<file path="src/pkg/kpiu_defs.vh">
/*
  Register map, field positions, reset values and timing for the keypad and
  pin interrupt unit. Included by the unit's design files, the checker and the bench.
*/
`ifndef KPIU_DEFS_VH
`define KPIU_DEFS_VH

`define KPIU_SEL0_ADDR 32'h50001400
`define KPIU_SEL1_ADDR 32'h50001402
`define KPIU_SEL2_ADDR 32'h50001404
`define KPIU_SEL3_ADDR 32'h50001406
`define KPIU_SEL4_ADDR 32'h50001408
`define KPIU_DEB_ADDR 32'h5000140C
`define KPIU_CLR_ADDR 32'h5000140E
`define KPIU_LVL_ADDR 32'h50001410
`define KPIU_KEY_ADDR 32'h50001412
`define KPIU_STAT_ADDR 32'h50001420
`define KPIU_MASK_ADDR 32'h50001422

`define KPIU_REG_RST 16'h0000
`define KPIU_SEL_W 6
`define KPIU_DEB_EN_LSB 8
`define KPIU_DEB_KEY_BIT 13
`define KPIU_DEB_VAL_MSB 5
`define KPIU_CLR_KEY_BIT 5
`define KPIU_WAIT_LSB 8
`define KPIU_POL_LSB 0
`define KPIU_KEY_REL_BIT 15
`define KPIU_KEY_POL_BIT 14
`define KPIU_KEY_REP_MSB 13
`define KPIU_KEY_REP_LSB 8
`define KPIU_KEY_EN_MSB 7

`define KPIU_CLK_PERIOD_NS 40
`define KPIU_MS_NS 1000000
`define KPIU_MS_CYCLES (`KPIU_MS_NS / `KPIU_CLK_PERIOD_NS)

`endif

</file>
<file path="src/logic/kpiu_filter.v">
/*
  Debounce filter for one qualified interrupt input.
  Assumes a synchronised input and a one-cycle millisecond tick on mclk.
*/
`timescale 1ns/1ps
`include "kpiu_defs.vh"

module kpiu_filter #(
  parameter W = 6
) (
  input wire mclk,
  input wire sys_rst,
  input wire tick,
  input wire enable,
  input wire [W-1:0] interval,
  input wire rawIn,
  output reg cleanOut
);

  reg [W-1:0] cnt;
  wire [W:0] cntInc = {1'b0, cnt} + {{W{1'b0}}, 1'b1};

  // Tick phase is free running, so the settle time is N-1 to N ms
  always @(posedge mclk) begin
    if (sys_rst) begin
      cnt <= {W{1'b0}};
      cleanOut <= 1'b0;
    end else if (!enable || interval == {W{1'b0}}) begin
      cnt <= {W{1'b0}};
      cleanOut <= rawIn;
    end else if (rawIn == cleanOut) begin
      cnt <= {W{1'b0}};
    end else if (tick) begin
      if (cntInc >= {1'b0, interval}) begin
        cnt <= {W{1'b0}};
        cleanOut <= rawIn;
      end else begin
        cnt <= cntInc[W-1:0];
      end
    end
  end

endmodule

</file>
<file path="src/logic/kpiu_top.v">
/*
  Keypad and pin interrupt unit: five single-pin interrupt sources and one
  keypad interrupt, with debounce, polarity, release wait, release events,
  auto repeat, sticky status, mask and one level interrupt.
  Assumes pins are asynchronous to mclk and a plain register port master.
*/
`timescale 1ns/1ps
`include "kpiu_defs.vh"

// How it works
// - Per source debounce enable, bits 8 to 12
// - Bit 13 enables keypad debounce
// - Keypad interrupt only after debounce interval
// - Debounce interval is field value in ms
// - Clear bits 0-4 clear sources; read zero
// - Clear bit 5 clears keypad; reads zero
// - Wait bit 0: re-raise right after clear
// - Wait bit 1: re-raise only after release
// - Source polarity: 0 high active, 1 low
// - Bit 15 adds debounced key release events
// - Bit 14 sets keypad active level
// - Held key repeats interrupt every N ms
// - Repeat value zero disables the repeat
// - Bits 0-7 include port-0 pins in keypad
// - Six-bit selector; 1 picks port-0 pin 0
module kpiu_top #(
  parameter TICK_CYCLES = `KPIU_MS_CYCLES,
  parameter NSRC = 5
) (
  input wire mclk,
  input wire sys_rst,
  input wire [31:0] pinIn,
  input wire [31:0] regAddr,
  input wire [15:0] regWrData,
  input wire regWr,
  input wire regRd,
  output reg [15:0] regRdData,
  output reg [4:0] srcIrq,
  output reg keypadInterrupt,
  output reg irq
);

  localparam SW = `KPIU_SEL_W;
  localparam integer TICK_LAST_N = TICK_CYCLES - 1;
  localparam [19:0] TICK_LAST = TICK_LAST_N[19:0];

  // Selector 1..32 maps to port pins in order; 0 selects nothing
  function selPin;
    input [SW-1:0] sel;
    input [31:0] pins;
    reg [SW-1:0] idx;
    begin
      idx = sel - 6'h01;
      if (sel == 6'h00 || sel > 6'h20) begin
        selPin = 1'b0;
      end else begin
        selPin = pins[idx[4:0]];
      end
    end
  endfunction

  // Polarity bit turns a low-active input into a high-active one
  function activeLvl;
    input lvl;
    input lowActive;
    begin
      activeLvl = lvl ^ lowActive;
    end
  endfunction

  reg [31:0] pinMeta;
  reg [31:0] pinSync;
  reg [SW-1:0] srcSel [0:NSRC-1];
  reg [15:0] debounceConfig;
  reg [15:0] levelCtrl;
  reg [15:0] keypadCtrl;
  reg [5:0] irqMask;
  reg [5:0] pend;
  reg [5:0] next_pend;
  reg [4:0] armed;
  reg [19:0] tickCnt;
  reg tick;
  reg keyPrev;
  reg [5:0] repCnt;
  reg [15:0] next_rdData;
  integer k;
  integer j;

  wire [4:0] srcRaw;
  wire [4:0] srcClean;
  wire keyRaw;
  wire keyClean;
  wire [5:0] repValue = keypadCtrl[`KPIU_KEY_REP_MSB:`KPIU_KEY_REP_LSB];
  wire [5:0] debValue = debounceConfig[`KPIU_DEB_VAL_MSB:0];
  wire [4:0] waitRelease = levelCtrl[`KPIU_WAIT_LSB+4:`KPIU_WAIT_LSB];
  wire [6:0] repInc = {1'b0, repCnt} + 7'h01;

  // Pins are asynchronous; only the second stage is read
  always @(posedge mclk) begin
    if (sys_rst) begin
      pinMeta <= 32'h00000000;
      pinSync <= 32'h00000000;
    end else begin
      pinMeta <= pinIn;
      pinSync <= pinMeta;
    end
  end

  // Millisecond time base shared by every counter
  always @(posedge mclk) begin
    if (sys_rst) begin
      tickCnt <= 20'h00000;
      tick <= 1'b0;
    end else if (tickCnt >= TICK_LAST) begin
      tickCnt <= 20'h00000;
      tick <= 1'b1;
    end else begin
      tickCnt <= tickCnt + 20'h00001;
      tick <= 1'b0;
    end
  end

  // Every source has its own filter; the interval field is shared
  genvar g;
  generate
    for (g = 0; g < NSRC; g = g + 1) begin : srcPath
      assign srcRaw[g] = activeLvl(selPin(srcSel[g], pinSync),
        levelCtrl[`KPIU_POL_LSB+g]);
      kpiu_filter #(
        .W(6)
      ) srcFilter (
        .mclk(mclk),
        .sys_rst(sys_rst),
        .tick(tick),
        .enable(debounceConfig[`KPIU_DEB_EN_LSB+g]),
        .interval(debValue),
        .rawIn(srcRaw[g]),
        .cleanOut(srcClean[g])
      );
    end
  endgenerate

  // Any enabled port-0 pin at its active level counts as a pressed key
  assign keyRaw = |(keypadCtrl[`KPIU_KEY_EN_MSB:0] &
    (keypadCtrl[`KPIU_KEY_POL_BIT] ? ~pinSync[7:0] : pinSync[7:0]));

  kpiu_filter #(
    .W(6)
  ) keyFilter (
    .mclk(mclk),
    .sys_rst(sys_rst),
    .tick(tick),
    .enable(debounceConfig[`KPIU_DEB_KEY_BIT]),
    .interval(debValue),
    .rawIn(keyRaw),
    .cleanOut(keyClean)
  );

  wire keyPress = keyClean & ~keyPrev;
  wire keyRelease = ~keyClean & keyPrev & keypadCtrl[`KPIU_KEY_REL_BIT];
  wire repHeld = keyClean & keyPrev & (repValue != 6'h00);
  wire repFire = repHeld & tick & (repInc >= {1'b0, repValue});
  // Press, release and repeat all feed the one keypad pending bit
  wire keyEvent = keyPress | keyRelease | repFire;

  // Previous filtered level turns the keypad level into press and release edges
  always @(posedge mclk) begin
    if (sys_rst) begin
      keyPrev <= 1'b0;
    end else begin
      keyPrev <= keyClean;
    end
  end

  // Repeat timer restarts on every press and stops on release
  always @(posedge mclk) begin
    if (sys_rst) begin
      repCnt <= 6'h00;
    end else begin
      if (!repHeld) begin
        repCnt <= 6'h00;
      end else if (tick) begin
        if (repFire) begin
          repCnt <= 6'h00;
        end else begin
          repCnt <= repInc[5:0];
        end
      end
    end
  end

  wire clrHit = regWr && (regAddr == `KPIU_CLR_ADDR);
  wire statHit = regWr && (regAddr == `KPIU_STAT_ADDR);
  wire [5:0] clrFromClear = clrHit ? regWrData[`KPIU_CLR_KEY_BIT:0] : 6'h00;
  wire [5:0] clrFromStat = statHit ? regWrData[5:0] : 6'h00;
  wire [5:0] clrVec = clrFromClear | clrFromStat;
  // A waiting source sets pend only while armed
  wire [4:0] srcSet = srcClean & armed;
  wire [5:0] setVec = {keyEvent, srcSet};

  // Set wins over a clear in the same cycle
  always @* begin
    next_pend = (pend & ~clrVec) | setVec;
  end

  // Armed drops once a waiting source is captured, returns on release
  always @(posedge mclk) begin
    if (sys_rst) begin
      armed <= 5'h1F;
    end else begin
      for (k = 0; k < NSRC; k = k + 1) begin
        if (!srcClean[k]) begin
          armed[k] <= 1'b1;
        end else if (pend[k] && waitRelease[k]) begin
          armed[k] <= 1'b0;
        end else if (!waitRelease[k]) begin
          armed[k] <= 1'b1;
        end
      end
    end
  end

  // Outputs copy next_pend so they leave flip-flops in step with pend
  always @(posedge mclk) begin
    if (sys_rst) begin
      pend <= 6'h00;
      srcIrq <= 5'h00;
      keypadInterrupt <= 1'b0;
    end else begin
      pend <= next_pend;
      srcIrq <= next_pend[4:0];
      keypadInterrupt <= next_pend[5];
    end
  end

  // Mask acts on the next pending vector so irq rises with its source
  always @(posedge mclk) begin
    if (sys_rst) begin
      irq <= 1'b0;
    end else begin
      irq <= |(next_pend & irqMask);
    end
  end

  // Register writes
  always @(posedge mclk) begin
    if (sys_rst) begin
      for (j = 0; j < NSRC; j = j + 1) begin
        srcSel[j] <= 6'h00;
      end
      debounceConfig <= `KPIU_REG_RST;
      levelCtrl <= `KPIU_REG_RST;
      keypadCtrl <= `KPIU_REG_RST;
      irqMask <= 6'h00;
    end else if (regWr) begin
      case (regAddr)
        `KPIU_SEL0_ADDR: begin
          srcSel[0] <= regWrData[SW-1:0];
        end
        `KPIU_SEL1_ADDR: begin
          srcSel[1] <= regWrData[SW-1:0];
        end
        `KPIU_SEL2_ADDR: begin
          srcSel[2] <= regWrData[SW-1:0];
        end
        `KPIU_SEL3_ADDR: begin
          srcSel[3] <= regWrData[SW-1:0];
        end
        `KPIU_SEL4_ADDR: begin
          srcSel[4] <= regWrData[SW-1:0];
        end
        `KPIU_DEB_ADDR: begin
          debounceConfig <= regWrData & 16'h3F3F;
        end
        `KPIU_LVL_ADDR: begin
          levelCtrl <= regWrData & 16'h1F1F;
        end
        `KPIU_KEY_ADDR: begin
          keypadCtrl <= regWrData;
        end
        `KPIU_MASK_ADDR: begin
          irqMask <= regWrData[5:0];
        end
        // Clear and status writes reach pend through clrVec
        default: begin
          irqMask <= irqMask;
        end
      endcase
    end
  end

  // Read mux; the clear register and unmapped addresses read zero
  always @* begin
    case (regAddr)
      `KPIU_SEL0_ADDR: begin
        next_rdData = {10'h000, srcSel[0]};
      end
      `KPIU_SEL1_ADDR: begin
        next_rdData = {10'h000, srcSel[1]};
      end
      `KPIU_SEL2_ADDR: begin
        next_rdData = {10'h000, srcSel[2]};
      end
      `KPIU_SEL3_ADDR: begin
        next_rdData = {10'h000, srcSel[3]};
      end
      `KPIU_SEL4_ADDR: begin
        next_rdData = {10'h000, srcSel[4]};
      end
      `KPIU_DEB_ADDR: begin
        next_rdData = debounceConfig;
      end
      `KPIU_CLR_ADDR: begin
        next_rdData = 16'h0000;
      end
      `KPIU_LVL_ADDR: begin
        next_rdData = levelCtrl;
      end
      `KPIU_KEY_ADDR: begin
        next_rdData = keypadCtrl;
      end
      `KPIU_STAT_ADDR: begin
        next_rdData = {10'h000, pend};
      end
      `KPIU_MASK_ADDR: begin
        next_rdData = {10'h000, irqMask};
      end
      default: begin
        next_rdData = 16'h0000;
      end
    endcase
  end

  // Read data stands only in the cycle after the strobe
  always @(posedge mclk) begin
    if (sys_rst) begin
      regRdData <= 16'h0000;
    end else if (regRd) begin
      regRdData <= next_rdData;
    end else begin
      regRdData <= 16'h0000;
    end
  end

endmodule

</file>
<file path="config.mk">
export PLATFORM = sky130hd
export DESIGN_NAME = kpiu_top
export DESIGN_NICKNAME = d
export VERILOG_FILES = /design/src/logic/kpiu_filter.v /design/src/logic/kpiu_top.v
export VERILOG_INCLUDE_DIRS = /design/src /design/src/pkg
export SDC_FILE = /design/constraint.sdc
export NUM_CORES = 1
export LEC_CHECK = 0
export ABC_AREA = 1
export BUFFER_PORTS_ARGS = -buffer_cell sky130_fd_sc_hd__buf_2
export CAP_MARGIN = 20
export CORE_MARGIN = 2
export CORE_UTILIZATION = 55
export DETAILED_ROUTE_END_ITERATION = 12
export PLACE_DENSITY = 0.74
export SLEW_MARGIN = 10
export SYNTH_ARGS = -nofsm -noshare
export SYNTH_HDL_FRONTEND = slang
export SYNTH_SLANG_ARGS = --single-unit
</file>
<file path="constraint.sdc">
create_clock -name mclk -period 3.9 [get_ports mclk]
set_clock_uncertainty 0.05 [all_clocks]
set_input_delay 0.195 -clock mclk [delete_from_list [all_inputs] [get_ports mclk]]
set_output_delay 0.195 -clock mclk [all_outputs]
set_load 0.02 [all_outputs]
</file>
==> flow_summary.json <==
{
  "status": "completed",
  "antenna_found_initial": 0,
  "track_usage_pct": 29.2,
  "drv_slew": 0,
  "cp_slowest_cell": "edfxtp_1",
  "cts_tree": "yes",
  "cts-root-buf": "clkbuf_16",
  "n_antenna_cell": 0,
  "synth_edf_count": 30,
  "fp.dieArea_sq_um": 24300,
  "max_cap_viol_count": 0,
  "end_kind": "register",
  "rr_endpoint": "srcPath[2].srcFilter.cnt[5]",
  "dp_hpwl_um": 26300,
  "crit_family": "simple AND/OR/NAND/NOR gates",
  "tightestPinTransition_ps": 921,
  "cts_setup_buffers": 0,
  "max_stage_delay_ps": 840,
  "layout_common_cells": "309 x inv_1, 257 x nand2_1, 206 x dfxtp_1",
  "crit_chain": "inv_2, ha_1, inv_1, a21oi_1, o21ai_0, nand3_1, nand3_1, nand3b_1, nand4_1, nand2_1, nand2_1, nand2_1, nand3_2, nor2_1",
  "nNetsFinal": 2030,
  "wl_um": 35400,
  "vdd_drop_max_mv": 0.309,
  "timing.fmax_mhz": 325,
  "arrival_ps": 3500,
  "wl_per_cell_um": 16.1,
  "initial_core_util_pct": 56.1,
  "drcViolationCount": 0,
  "slew_headroom_pct": 38.6,
  "power_density_nw_per_um2": 366,
  "hp-class": "input port to register",
  "rr_worst_depth": 14,
  "setup_tns_ps": 0,
  "fp.dieW_um": 156,
  "ant_nets": 0,
  "die_height_um": 156,
  "report.final.setup_viol": 0,
  "final_util_pct": 64.8,
  "finalCritPeriodShare_pct": 78.9,
  "syn_inst": 1753,
  "r2r_setup_slack_ps": 820,
  "clk_pin_slew_ps": 60,
  "path_buf_inv": 2,
  "coreArea_sq_um": 22600,
  "ys.flop_type": "dfxtp_1",
  "min_period_ps": 3080,
  "via_per_inst": 5.54,
  "p_leak_uw": 0.00670,
  "dp_worst_setup_slack_ps": 822,
  "ys_seq_elements": 236,
  "io_buffers": 106,
  "clk_path_buf_depth": 3,
  "cp.required_ps": 4320,
  "grt.overflow.total": 0,
  "io_pins": 107,
  "grt_start_max_net_pins": 86,
  "first_global_vias": 11400,
  "rsz0062_at_grt": "false",
  "cts.sinks": 236,
  "holdPathStages": 3,
  "rows": 55,
  "htreeDepth": 1,
  "gp_congestion": 0.952,
  "synth_warnings": 0,
  "hold_viol_final": 0,
  "crit_type": "register to register",
  "numCtsBuffers": 25,
  "cp-start-kind": "register",
  "layout_setup_ws_ps": 824,
  "final_common_cell": "inv_1",
  "cp_max_fo": 28,
  "synth_cell_types": 56,
  "syn_avg_cell_area_sq_um": 7.25,
  "drtIter0Drc": 974,
  "num_vias": 12200,
  "crit_top_cell": "nand2_1",
  "syn_area_sq_um": 12700,
  "final_area_sq_um": 14700,
  "placed_area_sq_um": 13500,
  "min_from": "regWrData[1]",
  "min_to": "levelCtrl[1]",
  "grt_pass1_wl_um": 57000,
  "insertion_delay_ps": 540,
  "drive_gt1_share_pct": 10.4,
  "first_pass_iters": 8,
  "async_reset_ff_share_pct": 0,
  "yosysSeqAreaShare_pct": 39.6,
  "area_growth_pct": 15.5,
  "timing.rr.start": "srcSel[0][12]"
}
per-layer routing:
layer | vias to the layer above | track usage (%) | wire [um]
met5 | - | 0 | 0
met4 | 0 | 9.26 | 948
met3 | 74 | 7.11 | 3940
met2 | 580 | 45.7 | 15200
met1 | 5466 | 39.8 | 15400
li1 | 6040 | - | -
how the worst max path moves through the flow:
stage,endpoint,from,cells past startpoint,slack (ps)
6_report,srcPath[2].srcFilter.cnt[5],srcSel[0][12],14,820
5_1_grt,srcPath[2].srcFilter.cnt[5],srcSel[0][12],14,470
4_1_cts,srcPath[3].srcFilter.cnt[2],srcSel[0][18],13,850
3_5_place_dp,srcPath[3].srcFilter.cnt[2],srcSel[0][18],13,820
3_3_place_gp,srcPath[3].srcFilter.cnt[1],srcSel[0][18],13,960
2_1_floorplan,srcPath[1].srcFilter.cnt[1],srcSel[0][6],15,1650
logic make-up (layout without fill, tap and decap cells):
family | after synthesis | count (layout) | share of synthesized area, %
and+or+nand+nor | 723 | 723 | 25.5
buffers and inverters | 371 | 523 | 11.3
AOI/OAI and AO/OA | 324 | 324 | 15.2
DFF | 236 | 236 | 39.6
adders and majority gates | 55 | 55 | 5.42
xor gates and xnor gates | 43 | 43 | 2.96
other | 1 | 5 | 0.0295
final cells by class:
class	instances	area (sq um)
Multi-Input combinational cell	1150	6260
Timing Repair Buffer	163	1070
Tap cell	285	357
Sequential cell	236	5020
Clock inverter	13	81.3
Fill cell	1960	7960
Clock buffer	32	703
Inverter	315	1180
worst min-delay path, stage by stage:
cell and delay (ps):
buf_2 120, inv_1 130, a21oi_1 140
what timing repair did:
item	in CTS	in global routing
gates resized for setup	0	0
hold endpoints to repair	60	0
hold buffers	44	0
setup endpoints to repair	0	0
cell usage after synthesis (4+ instances only):
library cell / instances / area share (%)
nand3_1: 172 / 6.8
nand4_1: 36 / 1.8
dfxtp_1: 206 / 32
edfxtp_1: 30 / 7.1
o221ai_1: 4 / 0.28
o21ai_0: 100 / 3.9
nor3_1: 20 / 0.79
nand3b_1: 8 / 0.47
nand2_1: 257 / 7.6
nor2_1: 196 / 5.8
buf_2: 21 / 0.83
buf_1: 4 / 0.12
inv_1: 309 / 9.1
o2111ai_1: 8 / 0.55
xor2_1: 39 / 2.7
nor2_2: 7 / 0.34
a221oi_1: 4 / 0.28
a21oi_1: 119 / 4.7
ha_1: 55 / 5.4
nand3_2: 4 / 0.32
o22ai_1: 23 / 1.1
a22o_1: 4 / 0.28
clkbuf_1: 28 / 0.83
inv_2: 6 / 0.18
nor3b_1: 4 / 0.24
a211oi_2: 6 / 0.59
xnor2_1: 4 / 0.28
o211ai_1: 39 / 2.3
sequential cells by signal, indices dropped and copies added (netlist names):
register / flops
keyFilter.cleanOut: 1
tick: 1
tickCnt: 20
armed: 5
srcSel: 30
srcPath.srcFilter.cleanOut: 5
pend: 1
levelCtrl: 10
keypadInterrupt: 1
srcIrq: 4
srcPath.srcFilter.cnt: 30
pinMeta: 32
irq: 1
pinSync: 32
debounceConfig: 12
keypadCtrl: 16
irqMask: 6
repCnt: 6
regRdData: 16
keyPrev: 1
keyFilter.cnt: 6
stage by stage:
step                instances  power [uW]  hold slack, ps
floorplan                1757        2930             252
global placement         2105        3080             343
detailed placement       2105        3090             343
CTS                      2194        5390            8.18
global route             2194        5560            46.3
finish                   2194        5370            35.3
where the power goes:
group	switching, uW	total (uW)	internal (uW)	leakage, uW
combinational	325	517	192	0.00435
sequential	46.6	2560	2520	0.00196
clock	1010	2280	1280	0.000390
total	1380	5370	3990	0.00670
No activity file was read; power rests on OpenSTA's default activity.
